### src/pkg/slio_regs.svh
// register offsets, field positions, reset values and timing counts for the latency/io window block
// Overview of operation
// secondary hold counter counts clocks from our frame assertion, value in bits 31:27.
// only latency bits 31:27 writable; timer value applies in steps of eight clocks.
// latency bits 26:24 read zero, forcing eight-cycle increments.
// value zero with grant removed ends transaction after first data phase, except write-invalidate.
// counter expiry with grant removed ends transaction at next data phase boundary.
// io base bits 3:0 and limit bits 11:8 read 0x1, 32-bit decoding.
// io base bits 7:4 give window bottom bits 15:12; bottom bits 11:0 zero.
// io limit bits 15:12 give window top bits 15:12; top bits 11:0 ones.
// window bottom bits 31:16 come from the separate base upper register.
// window top bits 31:16 come from the separate limit upper register.
// io addresses compared against bottom and top decide forwarding.
// io window aligned to 4 KB and sized in 4 KB steps.
// software programs io base and limit before relying on forwarding.
`ifndef SLIO_REGS_SVH
`define SLIO_REGS_SVH
`define SLIO_OFS_LAT 8'h18
`define SLIO_OFS_IO 8'h1c
`define SLIO_LAT_HI 31
`define SLIO_LAT_LO 27
`define SLIO_LAT_RST 5'h00
`define SLIO_LAT_STEP_SH 3
`define SLIO_IO_IND 4'h1
`define SLIO_IOB_HI 7
`define SLIO_IOB_LO 4
`define SLIO_IOL_HI 15
`define SLIO_IOL_LO 12
`define SLIO_IO_RST 4'h0
`define SLIO_PAGE_ZERO 12'h000
`define SLIO_PAGE_ONES 12'hfff
`define SLIO_BE_LAT 3
`define SLIO_BE_IOB 0
`define SLIO_BE_IOL 1
`endif

### src/pkg/slio_pkg.sv
// types for the secondary latency timer and io window block
package slio_pkg;
    // configuration access from the primary side
    typedef struct packed {
        logic wr;
        logic [7:0] addr;
        logic [3:0] be_n;
        logic [31:0] wdata;
    } slio_cfg_t;
    // master state on the secondary bus
    typedef enum logic [1:0] {slio_idle, slio_burst, slio_last} slio_state_t;
endpackage

### src/rtl/slio_core.sv
// secondary latency timer, io window registers and io forward decode
`timescale 1ns/1ns
`include "slio_regs.svh"
module slio_core
    import slio_pkg::*;
#(
    parameter int CNT_W = 8
)
(
    input wire logic clk,
    input wire logic resetn,
    input wire slio_cfg_t cfg,
    output logic [31:0] cfg_rdata,
    input wire logic [15:0] io_base_upper,
    input wire logic [15:0] io_limit_upper,
    input wire logic [31:0] io_addr,
    output logic io_hit,
    input wire logic mst_start,
    input wire logic mst_data_done,
    input wire logic mst_mwi,
    input wire logic sec_gnt_n_pin,
    output logic mst_stop,
    output logic [31:0] win_bottom,
    output logic [31:0] win_top
);
    logic [4:0] lat_val;
    logic [3:0] iob_val;
    logic [3:0] iol_val;
    logic gnt_meta_n;
    logic gnt_sync_n;
    logic [CNT_W-1:0] lat_cnt;
    logic expired;
    slio_state_t state;
    slio_state_t next_state;

    // byte enables are active low, per byte lane
    function automatic logic lane_on(input logic [3:0] be_n, input int lane);
        lane_on = ~be_n[lane];
    endfunction

    wire logic wr_lat = cfg.wr && cfg.addr == `SLIO_OFS_LAT && lane_on(cfg.be_n, `SLIO_BE_LAT);
    wire logic wr_iob = cfg.wr && cfg.addr == `SLIO_OFS_IO && lane_on(cfg.be_n, `SLIO_BE_IOB);
    wire logic wr_iol = cfg.wr && cfg.addr == `SLIO_OFS_IO && lane_on(cfg.be_n, `SLIO_BE_IOL);

    // configuration writes; only the writable fields are stored
    always_ff @(posedge clk or negedge resetn)
    begin
        if (!resetn)
        begin
            lat_val <= `SLIO_LAT_RST;
            iob_val <= `SLIO_IO_RST;
            iol_val <= `SLIO_IO_RST;
        end
        else
        begin
            if (wr_lat)
                lat_val <= cfg.wdata[`SLIO_LAT_HI:`SLIO_LAT_LO];
            if (wr_iob)
                iob_val <= cfg.wdata[`SLIO_IOB_HI:`SLIO_IOB_LO];
            if (wr_iol)
                iol_val <= cfg.wdata[`SLIO_IOL_HI:`SLIO_IOL_LO];
        end
    end

    // read mux; other offsets of this block read zero, other bytes there belong elsewhere
    wire logic [31:0] rd_lat = {lat_val, 3'h0, 24'h000000};
    wire logic [31:0] rd_io = {16'h0000, iol_val, `SLIO_IO_IND, iob_val, `SLIO_IO_IND};
    wire logic [31:0] next_rdata = (cfg.addr == `SLIO_OFS_LAT) ? rd_lat :
                                   (cfg.addr == `SLIO_OFS_IO) ? rd_io : 32'h00000000;

    // read data registered, valid one cycle after the address
    always_ff @(posedge clk or negedge resetn)
    begin
        if (!resetn)
            cfg_rdata <= 32'h00000000;
        else
            cfg_rdata <= next_rdata;
    end

    // window edges: low 12 bits forced, so always 4 KB aligned
    wire logic [31:0] next_bottom = {io_base_upper, iob_val, `SLIO_PAGE_ZERO};
    wire logic [31:0] next_top = {io_limit_upper, iol_val, `SLIO_PAGE_ONES};

    // edges and hit registered; decode is one cycle behind the address
    always_ff @(posedge clk or negedge resetn)
    begin
        if (!resetn)
        begin
            win_bottom <= 32'h00000000;
            win_top <= 32'h00000000;
            io_hit <= 1'b0;
        end
        else
        begin
            win_bottom <= next_bottom;
            win_top <= next_top;
            io_hit <= io_addr >= next_bottom && io_addr <= next_top;
        end
    end

    // grant pin comes from the bus; two flops before use
    always_ff @(posedge clk or negedge resetn)
    begin
        if (!resetn)
        begin
            gnt_meta_n <= 1'b1;
            gnt_sync_n <= 1'b1;
        end
        else
        begin
            gnt_meta_n <= sec_gnt_n_pin;
            gnt_sync_n <= gnt_meta_n;
        end
    end

    // timer load: value times eight clocks
    wire logic [CNT_W-1:0] lat_load = CNT_W'({lat_val, 3'h0});
    assign expired = lat_cnt == '0;
    wire logic stop_cond = expired && gnt_sync_n && !mst_mwi;

    // master state: burst from frame assertion until a stop at a data phase boundary
    always_comb
    begin
        next_state = state;
        case (state)
            slio_idle:
                if (mst_start)
                    next_state = slio_burst;
            slio_burst:
                if (mst_data_done && stop_cond)
                    next_state = slio_last;
            slio_last:
                next_state = slio_idle;
            default:
                next_state = slio_idle;
        endcase
    end

    always_ff @(posedge clk or negedge resetn)
    begin
        if (!resetn)
        begin
            state <= slio_idle;
            lat_cnt <= '0;
        end
        else
        begin
            state <= next_state;
            if (mst_start && state == slio_idle)
                lat_cnt <= lat_load;
            else if (!expired)
                lat_cnt <= lat_cnt - CNT_W'(1);
        end
    end

    // stop request: at a data boundary once expired with grant gone
    assign mst_stop = state == slio_burst && mst_data_done && stop_cond;

    // helper for checks only: clocks since our frame went out, and the value armed then
    logic [CNT_W:0] frame_age;
    logic [CNT_W-1:0] armed_load;
    always_ff @(posedge clk or negedge resetn)
    begin
        if (!resetn)
        begin
            frame_age <= '0;
            armed_load <= '0;
        end
        else if (state == slio_idle && mst_start)
        begin
            frame_age <= '0;
            armed_load <= lat_load;
        end
        else if (!frame_age[CNT_W])
            frame_age <= frame_age + (CNT_W+1)'(1);
    end

    // checks below watch only what this block drives
    // registered outputs hold reset values one edge past release, so
    // checks that read them are gated by the previous reset level

    // zero value: first data phase ends it once the grant is gone
    zero_stop_a: assert property (@(posedge clk) disable iff (!resetn)
        state == slio_burst && lat_val == 5'h00 && gnt_sync_n && !mst_mwi && mst_data_done
        |-> mst_stop) else $error("zero timer did not stop");

    // write and invalidate is never cut short
    mwi_nostop_a: assert property (@(posedge clk) disable iff (!resetn)
        mst_mwi |-> !mst_stop) else $error("write invalidate stopped");

    // counter armed with value times eight on our frame
    count_load_a: assert property (@(posedge clk) disable iff (!resetn)
        state == slio_idle && mst_start |=> lat_cnt == lat_load) else $error("bad load");

    // counter steps down by one each clock
    count_step_a: assert property (@(posedge clk) disable iff (!resetn)
        !(state == slio_idle && mst_start) && lat_cnt != '0 |=> lat_cnt == $past(lat_cnt) - 1)
        else $error("counter not stepping");

    // an expired counter rests at zero until the next frame
    count_rest_a: assert property (@(posedge clk) disable iff (!resetn)
        lat_cnt == '0 && !(state == slio_idle && mst_start) |=> lat_cnt == '0)
        else $error("counter left zero");

    // counter plus elapsed clocks equals the armed value while it runs
    count_age_a: assert property (@(posedge clk) disable iff (!resetn)
        state == slio_burst && frame_age <= {1'b0, armed_load} |-> lat_cnt + frame_age == armed_load)
        else $error("counter off frame time");

    // no stop before the armed number of clocks has passed
    stop_early_a: assert property (@(posedge clk) disable iff (!resetn)
        mst_stop |-> frame_age >= {1'b0, armed_load})
        else $error("stopped too early");

    // stop only at a data phase boundary of our own burst, counter expired
    stop_where_a: assert property (@(posedge clk) disable iff (!resetn)
        mst_stop |-> state == slio_burst && mst_data_done && lat_cnt == '0)
        else $error("stop outside boundary");

    // after a stop the bus is released: one last cycle, then idle
    stop_release_a: assert property (@(posedge clk) disable iff (!resetn)
        mst_stop |=> state == slio_last ##1 state == slio_idle)
        else $error("bus not released");

    // a frame from idle always opens a burst
    start_burst_a: assert property (@(posedge clk) disable iff (!resetn)
        state == slio_idle && mst_start |=> state == slio_burst) else $error("no burst");

    // grant still held: never stop
    grant_hold_a: assert property (@(posedge clk) disable iff (!resetn)
        !gnt_sync_n |-> !mst_stop) else $error("stopped while granted");

    // grant pin reaches the stop logic exactly two clocks late
    gnt_sync_a: assert property (@(posedge clk) disable iff (!resetn)
        1'b1 |-> gnt_sync_n == $past(sec_gnt_n_pin, 2)) else $error("grant sync depth");

    // latency write stores the top five bits of the data word
    lat_wr_a: assert property (@(posedge clk) disable iff (!resetn)
        wr_lat |=> lat_val == $past(cfg.wdata[`SLIO_LAT_HI:`SLIO_LAT_LO]))
        else $error("latency write");

    // latency field holds when not written
    lat_keep_a: assert property (@(posedge clk) disable iff (!resetn)
        !wr_lat |=> $stable(lat_val)) else $error("latency changed");

    // window fields hold when not written
    io_keep_a: assert property (@(posedge clk) disable iff (!resetn)
        !wr_iob && !wr_iol |=> $stable(iob_val) && $stable(iol_val))
        else $error("window field changed");

    // latency low bits always read zero
    lat_low_a: assert property (@(posedge clk) disable iff (!resetn)
        cfg.addr == `SLIO_OFS_LAT |=> cfg_rdata[26:24] == 3'h0) else $error("latency low bits");

    // latency read returns the field on top and zeros below
    lat_read_a: assert property (@(posedge clk) disable iff (!resetn)
        $past(resetn) && cfg.addr == `SLIO_OFS_LAT |=> cfg_rdata[31:27] == $past(lat_val)
        && cfg_rdata[23:0] == 24'h000000) else $error("latency read");

    // both indicator nibbles read one
    io_ind_a: assert property (@(posedge clk) disable iff (!resetn)
        $past(resetn) && cfg.addr == `SLIO_OFS_IO |=> cfg_rdata[3:0] == 4'h1 && cfg_rdata[11:8] == 4'h1)
        else $error("io indicator wrong");

    // io read returns both fields in place, upper half zero here
    io_read_a: assert property (@(posedge clk) disable iff (!resetn)
        $past(resetn) && cfg.addr == `SLIO_OFS_IO |=> cfg_rdata[7:4] == $past(iob_val)
        && cfg_rdata[15:12] == $past(iol_val) && cfg_rdata[31:16] == 16'h0000)
        else $error("io read");

    // offsets outside this block read zero
    rd_other_a: assert property (@(posedge clk) disable iff (!resetn)
        cfg.addr != `SLIO_OFS_LAT && cfg.addr != `SLIO_OFS_IO |=> cfg_rdata == 32'h00000000)
        else $error("unmapped read");

    // window edges fall on page boundaries once out of reset
    win_align_a: assert property (@(posedge clk) disable iff (!resetn)
        $past(resetn) |-> win_bottom[11:0] == 12'h000 && win_top[11:0] == 12'hfff)
        else $error("misaligned");

    // upper halves come straight from the upper registers
    upper_src_a: assert property (@(posedge clk) disable iff (!resetn)
        1'b1 |=> win_bottom[31:16] == $past(io_base_upper) && win_top[31:16] == $past(io_limit_upper))
        else $error("upper bits wrong");

    // address in the bottom page hits exactly when it is not above the top
    hit_dec_a: assert property (@(posedge clk) disable iff (!resetn)
        $past(resetn) && io_addr[31:12] == {io_base_upper, iob_val}
        |=> io_hit == (win_top >= $past(io_addr))) else $error("bad hit decode");

    // addresses below the bottom or above the top are never forwarded
    hit_out_a: assert property (@(posedge clk) disable iff (!resetn)
        io_addr[31:12] < {io_base_upper, iob_val} || io_addr[31:12] > {io_limit_upper, iol_val}
        |=> !io_hit) else $error("hit outside window");

    // an address inside the window is forwarded
    hit_in_a: assert property (@(posedge clk) disable iff (!resetn)
        $past(resetn) && io_addr[31:12] >= {io_base_upper, iob_val}
        && io_addr[31:12] <= {io_limit_upper, iol_val} |=> io_hit) else $error("missed hit");

    // base write reaches the bottom edge two clocks later
    base_wr_a: assert property (@(posedge clk) disable iff (!resetn)
        wr_iob |=> ##1 win_bottom[15:12] == $past(cfg.wdata[7:4], 2)) else $error("base write");

    // limit write reaches the top edge two clocks later
    limit_wr_a: assert property (@(posedge clk) disable iff (!resetn)
        wr_iol |=> ##1 win_top[15:12] == $past(cfg.wdata[15:12], 2)) else $error("limit write");
endmodule

### config.mk
export PLATFORM = sky130hd
export DESIGN_NAME = slio_core
export DESIGN_NICKNAME = d
export VERILOG_FILES = /design/src/pkg/slio_pkg.sv /design/src/rtl/slio_core.sv
export VERILOG_INCLUDE_DIRS = /design/src /design/src/pkg
export SDC_FILE = /design/constraint.sdc
export NUM_CORES = 1
export LEC_CHECK = 0
export BUFFER_PORTS_ARGS = -buffer_cell sky130_fd_sc_hd__buf_2
export CORE_MARGIN = 4
export CORE_UTILIZATION = 41
export CTS_CLUSTER_SIZE = 25
export DETAILED_ROUTE_END_ITERATION = 6
export PLACE_DENSITY = 0.77
export SLEW_MARGIN = 10
export SYNTH_ARGS = -nofsm -noshare
export SYNTH_HDL_FRONTEND = slang
export SYNTH_SLANG_ARGS = --single-unit
### constraint.sdc
create_clock -name clk -period 1.55 [get_ports clk]
set_clock_uncertainty 0.1 [all_clocks]
set_input_delay 0.0775 -clock clk [delete_from_list [all_inputs] [get_ports clk]]
set_output_delay 0.0775 -clock clk [all_outputs]
set_load 0.02 [all_outputs]
==> out/metrics.csv, run 1 <==
stage;metric;value;unit
yosys;synth_area;4010;sq um
run;maxCapViolations;0;
cts;clock_sinks;81;
power;report.power.total;5.91;mW
cts;clock_path_buffers;2;
power;cellLeakagePower;3.10;nW
critical_path;slowest_delay;0.39;ns
power;switching_share;31.7;%
critical_path;cp_slowest_cell;dfrtp_1;
grt;antenna_found_initial;1;
yosys;yosys.area.top_type;dfrtp_1;
drt;drt_iter0_markers;110;
layout;nFillCells;743;
cts;cts.clk_slew.worst_paths;0.08;ns
yosys;synthDistinctLibCells;38;
yosys;synthTopCellsByArea;dfrtp_1 (49%), ha_1 (13%), buf_4 (7.7%), inv_1 (4.0%), nand2_1 (2.6%);
sta;hold_ws;-0.00526;ns
die;io_pins;213;
drt;top_layer;met5;
drt;dr.pass1.iters;4;
sta;slew_violations;0;
die;num_rows;35;
power;peakVddDrop;0.521;mV
critical_path;worst_r2r_endpoint;io_hit;
grt;grt_use_total;20.1;%
critical_path;arrival;1.77;ns
drt;dr_wl_met3;980;um
place;place_hpwl;8270;um
power;seq_power_share;41.0;%
yosys;synth_flop_cell;dfrtp_1;
critical_path;start_kind;register;
power;intPower;4.04;mW
sta;final.setup.worst_slack;-0.395;ns
yosys;ys_seq_elements;81;
hold_path;hold_depth;3;
layout;final_util;63.1;%
sta;clock.fmax;514;MHz
drt;totalWireLength;11300;um
power;combPwrFrac;31.8;%
power;pwr-share-clk;27.2;%
run_status;violations;hold timing, setup timing;
drt;ant_nets;0;
yosys;synthDominantCellAreaShare;49.3;%
die;die_area;11400;sq um
yosys;ys_top_cells_by_count;dfrtp_1 (79), inv_1 (43), ha_1 (42);
sta;setup_violations;10;
critical_path;worstPathCellList;nor3_2 -> nand4b_1 -> buf_6 -> nor4b_4 -> buf_4;
place;port_buffers;163;
critical_path;crit_fanout;2;
critical_path;timing.rr.start;iob_val[2];
sta;finalSetupTns;-1.16;ns
critical_path;required;1.37;ns
die;initial_core_util;42.8;%
sta;rsz0062_at_grt;true;
drt;post-route-drc-count;0;
layout;num-nets-final;765;
grt;grt_pass1_wl;17900;um
cts;cts_tree;done;
critical_path;path_buf_inv;2;
sta;hold_violations;1;
critical_path;cp_top_family;simple AND/OR/NAND/NOR gates;
run_status;status;finished, violations left;
drt;wl_met2;5920;um
sta;post-route-min-period;1.94;ns
critical_path;criticalPathCategory;reg -> out;
drt;wl_met1;4180;um
cts;cts_buffers;9;
sta;fin_crit_sh;125;%
layout;multi_input_area;1760;sq um
critical_path;startpoint;lat_cnt[4];
die;die_width;107;um
power;p_per_area;1000;nW/um^2
place;gp_congestion;0.840;
cts;root_buffer;clkbuf_8;
layout;seq_area;2030;sq um
layout;diodes;0;
yosys;synth_most_common_cell;dfrtp_1;
layout;drive_gt1_share;40.9;%
grt;grt_max_degree;47;
cts;h-tree-depth;3;
layout;syn2layout_area_growth;47.4;%
cts;insertion_delay;0.35;ns
power;power.switching;1.87;mW
hold_path;hold_path_end;state[1];
yosys;yosysWarnings;0;
hold_path;hold_path.class;in -> reg;
yosys;synth_edf_count;0;
critical_path;worstSetupEndpointType;output pin;
yosys;async_flop_share;100;%
drt;viasPerCell;4.65;
drt;drt-wirelength-per-cell;15.3;um
critical_path;ff2ff_path_depth;7;
hold_path;hold_path.startpoint;mst_mwi;
die;core;9370;sq um
yosys;avgSynthCellArea;11.0;sq um
die;die_height;107;um
yosys;netlist_instances;366;
grt;grt_pass1_vias;3785;
critical_path;r2r_slack;-0.17;ns
drt;vias;3450;
grt;overflow;0;
yosys;ys_seq_area_share;50.6;%
==> power by group through the flow <==
| stage | clock [mW] | sequential [mW] | combinational (mW) |
|---|---|---|---|
| global route | 1.76 | 2.44 | 2.06 |
| CTS | 1.66 | 2.42 | 1.64 |
| floorplan | 0 | 2.53 | 0.779 |
| finish | 1.61 | 2.43 | 1.88 |
| global placement | 0 | 2.44 | 1.30 |
| detailed placement | 0 | 2.45 | 1.38 |
==> worst register-to-register path, delay by kind of cell, from the launching register on <==
| family | cells | cell delay [ns] |
|---|---|---|
| buf+inv | 1 | 0.06 |
| flops | 1 | 0.37 |
| fa+ha+maj | 1 | 0.26 |
| compound gates | 3 | 0.53 |
| simple gates | 2 | 0.32 |
==> worst max-delay path by stage <==
stage | slack [ns] | depth (start not counted) | endpoint
after floorplan | -0.03 | 6 | lat_cnt[4]
after global placement | -0.12 | 9 | io_hit
after detailed placement | -0.19 | 7 | io_hit
after CTS | -0.31 | 5 | mst_stop
after global routing | -0.46 | 5 | mst_stop
final | -0.39 | 5 | mst_stop
==> area by class of cell <==
| cell class | instances | share of cell area, % |
|---|---|---|
| tap | 129 | 2.73 |
| multi-input combinational | 226 | 29.8 |
| clock inverter | 4 | 0.868 |
| inverter | 44 | 2.79 |
| sequential | 81 | 34.3 |
| timing repair buffer | 246 | 26.9 |
| clock buffer | 12 | 2.62 |
==> cells by family after synthesis <==
family                   Yosys count  share of synthesized area [%]
AND/OR/NAND/NOR                   96                           14.4
XOR/XNOR                           3                          0.655
adder cells (fa/ha/maj)           42                           13.1
multiplexers                       9                           2.46
buffers and inverters             87                           12.2
AO/OA/AOI/OAI                     46                           6.46
other                              2                          0.187
flip-flops                        81                           50.6
==> stage by stage <==
step	hold slack [ns]	setup WS, ns	cells	area [sq um]
after floorplan	-0.318	-0.0280	394	4170
after global placement	-0.134	-0.119	671	5050
after detailed placement	-0.133	-0.191	671	5050
after CTS	-0.0194	-0.312	743	5840
after global routing	0.000198	-0.458	742	5910
final	-0.00526	-0.395	742	5910
==> timing repair <==
| action | in CTS | in global routing |
|---|---|---|
| hold buffers | 48 | 0 |
| hold endpoints to repair | 129 | 0 |
| pin swaps | 3 | 5 |
| buffers inserted | 8 | 3 |
| resized for setup | 9 | 16 |
| endpoints found under the setup margin | 4 | 12 |
==> cell usage in the layout (no fill, tap or decap), drive strengths merged, types with 2 or more instances in the layout <==
cell         instances
buf                198
dfrtp               79
dlygate4sd3         48
inv                 44
ha                  42
conb                30
nand2               28
o21ai               19
a21oi               18
nor2                13
clkbuf              12
nor3                12
nand4               10
nor4b                9
mux2                 7
and2                 6
nor4                 5
nand3                3
xnor2                3
nor3b                3
mux2i                2
nand2b               2
o31ai                2
dfstp                2
a211oi               2
clkinv               2
==> state kept, by name, indices dropped and copies added (netlist names), 2 cells and up <==
signal	cells
iol_val	4
iob_val	4
lat_cnt	8
win_bottom	20
win_top	21
lat_val	5
cfg_rdata	14
state	2
==> per-layer routing <==
metal  global-route usage, %  vias up
met2                    36.3      157
met5                       0        -
met1                    22.0     1612
li1                        -     1657
met4                    6.30        2
met3                    7.22       22
Power figures use the tool's default switching activity.
==> inputs of run 2 (changes only) <==
Settings changed: BUFFER_PORTS_ARGS -buffer_cell sky130_fd_sc_hd__buf_2 to default, CORE_UTILIZATION 41 to 57, DONT_BUFFER_PORTS from default to 1, PLACE_DENSITY 0.77 to 0.75.
==> run 2 against run 1 <==
  * The run still ends with hold timing, setup timing left
  * Utilization is 12 points higher
  * Via count is 17% lower
  * Fmax is 5.0% higher
  * Critical path type unchanged
  * Largest cell class unchanged
  * Highest routed layer is now met4
==> out/metrics.csv, run 2 (synthesized netlist as in run 1, its figures left out) <==
stage;metric;value;unit;change
cts;clock_path_buffers;2;;unchanged
critical_path;arrival;1.67;ns;-0.10 ns
sta;final.setup.worst_slack;-0.302;ns;+0.0926 ns
layout;finalNonFillerCells;550;;-26%
grt;overflow;0;;unchanged
sta;setup_violations;8;;-2
sta;hold_violations;81;;+80
sta;slew_violations;0;;unchanged
layout;final_util;75.1;%;+12 points
critical_path;required;1.37;ns;about the same
critical_path;worstPathCellList;inv_2 -> ha_4 -> nand4b_1 -> buf_6 -> nor4b_4 -> buf_4;;
critical_path;crit_fanout;3;;+1
drt;dr.pass1.iters;4;;unchanged
critical_path;r2r_slack;-0.20;ns;-0.03 ns
drt;drt-wirelength-per-cell;17.9;um;+17%
place;gp_congestion;0.762;;-9.4%
critical_path;criticalPathCategory;reg -> out;;
cts;hold_buffers;56;;+17%
die;die_height;91.9;um;-14%
layout;largest_reg_flops;21;;unchanged
die;core;6830;sq um;-27%
die;io_pins;213;;unchanged
die;num_rows;30;;-14%
die;die_area;8440;sq um;-26%
power;peakVddDrop;0.545;mV;+4.7%
sta;clock.fmax;540;MHz;+5.0%
power;cellLeakagePower;2.46;nW;-21%
sta;hold_ws;-0.691;ns;-0.686 ns
layout;drive_gt1_share;19.6;%;-21 points
run_status;status;finished, violations left;;
grt;grt_use_total;23.4;%;+3.3 points
cts;clock_sinks;81;;unchanged
die;die_width;91.9;um;-14%
place;port_buffers;0;;-100%
grt;grt_pass1_vias;3053;;-19%
layout;syn2layout_area_growth;27.8;%;
layout;layout_commonest_cell;dfrtp_1;;
critical_path;worstSetupEndpointType;output pin;;
sta;post-route-min-period;1.85;ns;-0.0926 ns
sta;rsz0062_at_grt;true;;
grt;grt_pass1_wl;15200;um;-15%
cts;cts_buffers;9;;unchanged
drt;totalWireLength;9830;um;-13%
critical_path;cp_slowest_cell;dfrtp_1;;
cts;h-tree-depth;3;;unchanged
sta;fin_crit_sh;120;%;-6.0 points
layout;mostFrequentLayoutCells;dfrtp_1 (78), dlygate4sd3_1 (56), inv_1 (38), ha_1 (38), conb_1 (30);;
cts;insertion_delay;0.35;ns;about the same
run;maxCapViolations;0;;unchanged
run_status;violations;hold timing, setup timing;;
cts;cts_tree;done;;
place;place_hpwl;6820;um;-17%
cts;cts.clk_slew.worst_paths;0.08;ns;about the same
die;initial_core_util;58.7;%;+16 points
place;place_inst;469;;-30%
critical_path;slowest_delay;0.41;ns;+0.02 ns
drt;vias;2858;;-17%
grt;antenna_found_initial;0;;-1
hold_path;hold_path.class;in -> async;;
grt;grt_max_degree;82;;+74%
layout;reg.largest.list;win_top x21, win_bottom x20, cfg_rdata x14;;
drt;ant_nets;0;;unchanged
layout;diodes;0;;unchanged
layout;largest-register;win_top;;
cts;root_buffer;clkbuf_8;;
drt;drt_iter0_markers;102;;-7.3%
power;p_per_area;1090;nW/um^2;+9.1%
drt;post-route-drc-count;0;;unchanged
layout;num-nets-final;606;;-21%
drt;viasPerCell;5.20;;+12%
critical_path;start_kind;register;;
## run 2: path summary, 6_finish.rpt
kind | depth (start not counted) | endpoint | from
max | 6 | mst_stop | lat_cnt[1]
min | 0 | lat_cnt[2] | resetn
max reg2reg | 9 | lat_cnt[3] | lat_cnt[1]
min reg2reg | 0 | gnt_sync_n | gnt_meta_n
max in group asynchronous | 0 | gnt_meta_n | resetn
min in group clk | 4 | io_hit | io_addr[7]
## run 2: critical path, delay by kind of cell (launching register included)
kind                       cells  cell delay (ns)
buffers and inverters          3             0.44
and+or+nand+nor                2             0.32
adders and majority gates      1             0.15
DFF                            1             0.41
## run 2: what timing repair did
action | 4_1_cts | 5_1_grt
endpoints found under the hold margin | 143 | 81
buffers inserted | 8 | 7
setup endpoints to repair | 4 | 11
pin swaps | 3 | 10
resized for setup | 8 | 24
## run 2: metal layers
layer	vias up	wire, um	GRT usage, %
met5	-	0	0
met1	1385	3630	26.0
li1	1338	-	-
met2	118	5210	42.2
met4	0	182	7.05
met3	17	799	7.88
## run 2: layout make-up
| class | instances | area (sq um) |
|---|---|---|
| clock buffer | 10 | 138 |
| clock inverter | 6 | 57.6 |
| fill | 455 | 1700 |
| inverter | 44 | 165 |
| multi-input combinational | 226 | 1780 |
| sequential | 81 | 2030 |
| tap | 96 | 120 |
| timing repair buffer | 87 | 832 |
## run 2: power breakdown
group	switching, mW	internal (mW)	leakage (nW)
Combinational	0.735	0.808	1.40
Sequential	0.219	2.30	0.959
Clock	0.758	0.777	0.102
## run 2: per-stage QoR
step                      cell area [sq um]  setup WS [ns]  TNS [ns]  hold slack (ns)  total power [mW]
after floorplan                        4170        -0.0280   -0.0280           -0.318              3.31
after global placement                 4150        -0.0645   -0.0645           -0.316              3.47
after detailed placement               4150         -0.116    -0.163           -0.316              3.53
after CTS                              5000         -0.274    -0.568           -0.697              5.33
after global routing                   5130         -0.429     -2.18           -0.715              5.89
final                                  5130         -0.302     -1.16           -0.691              5.60
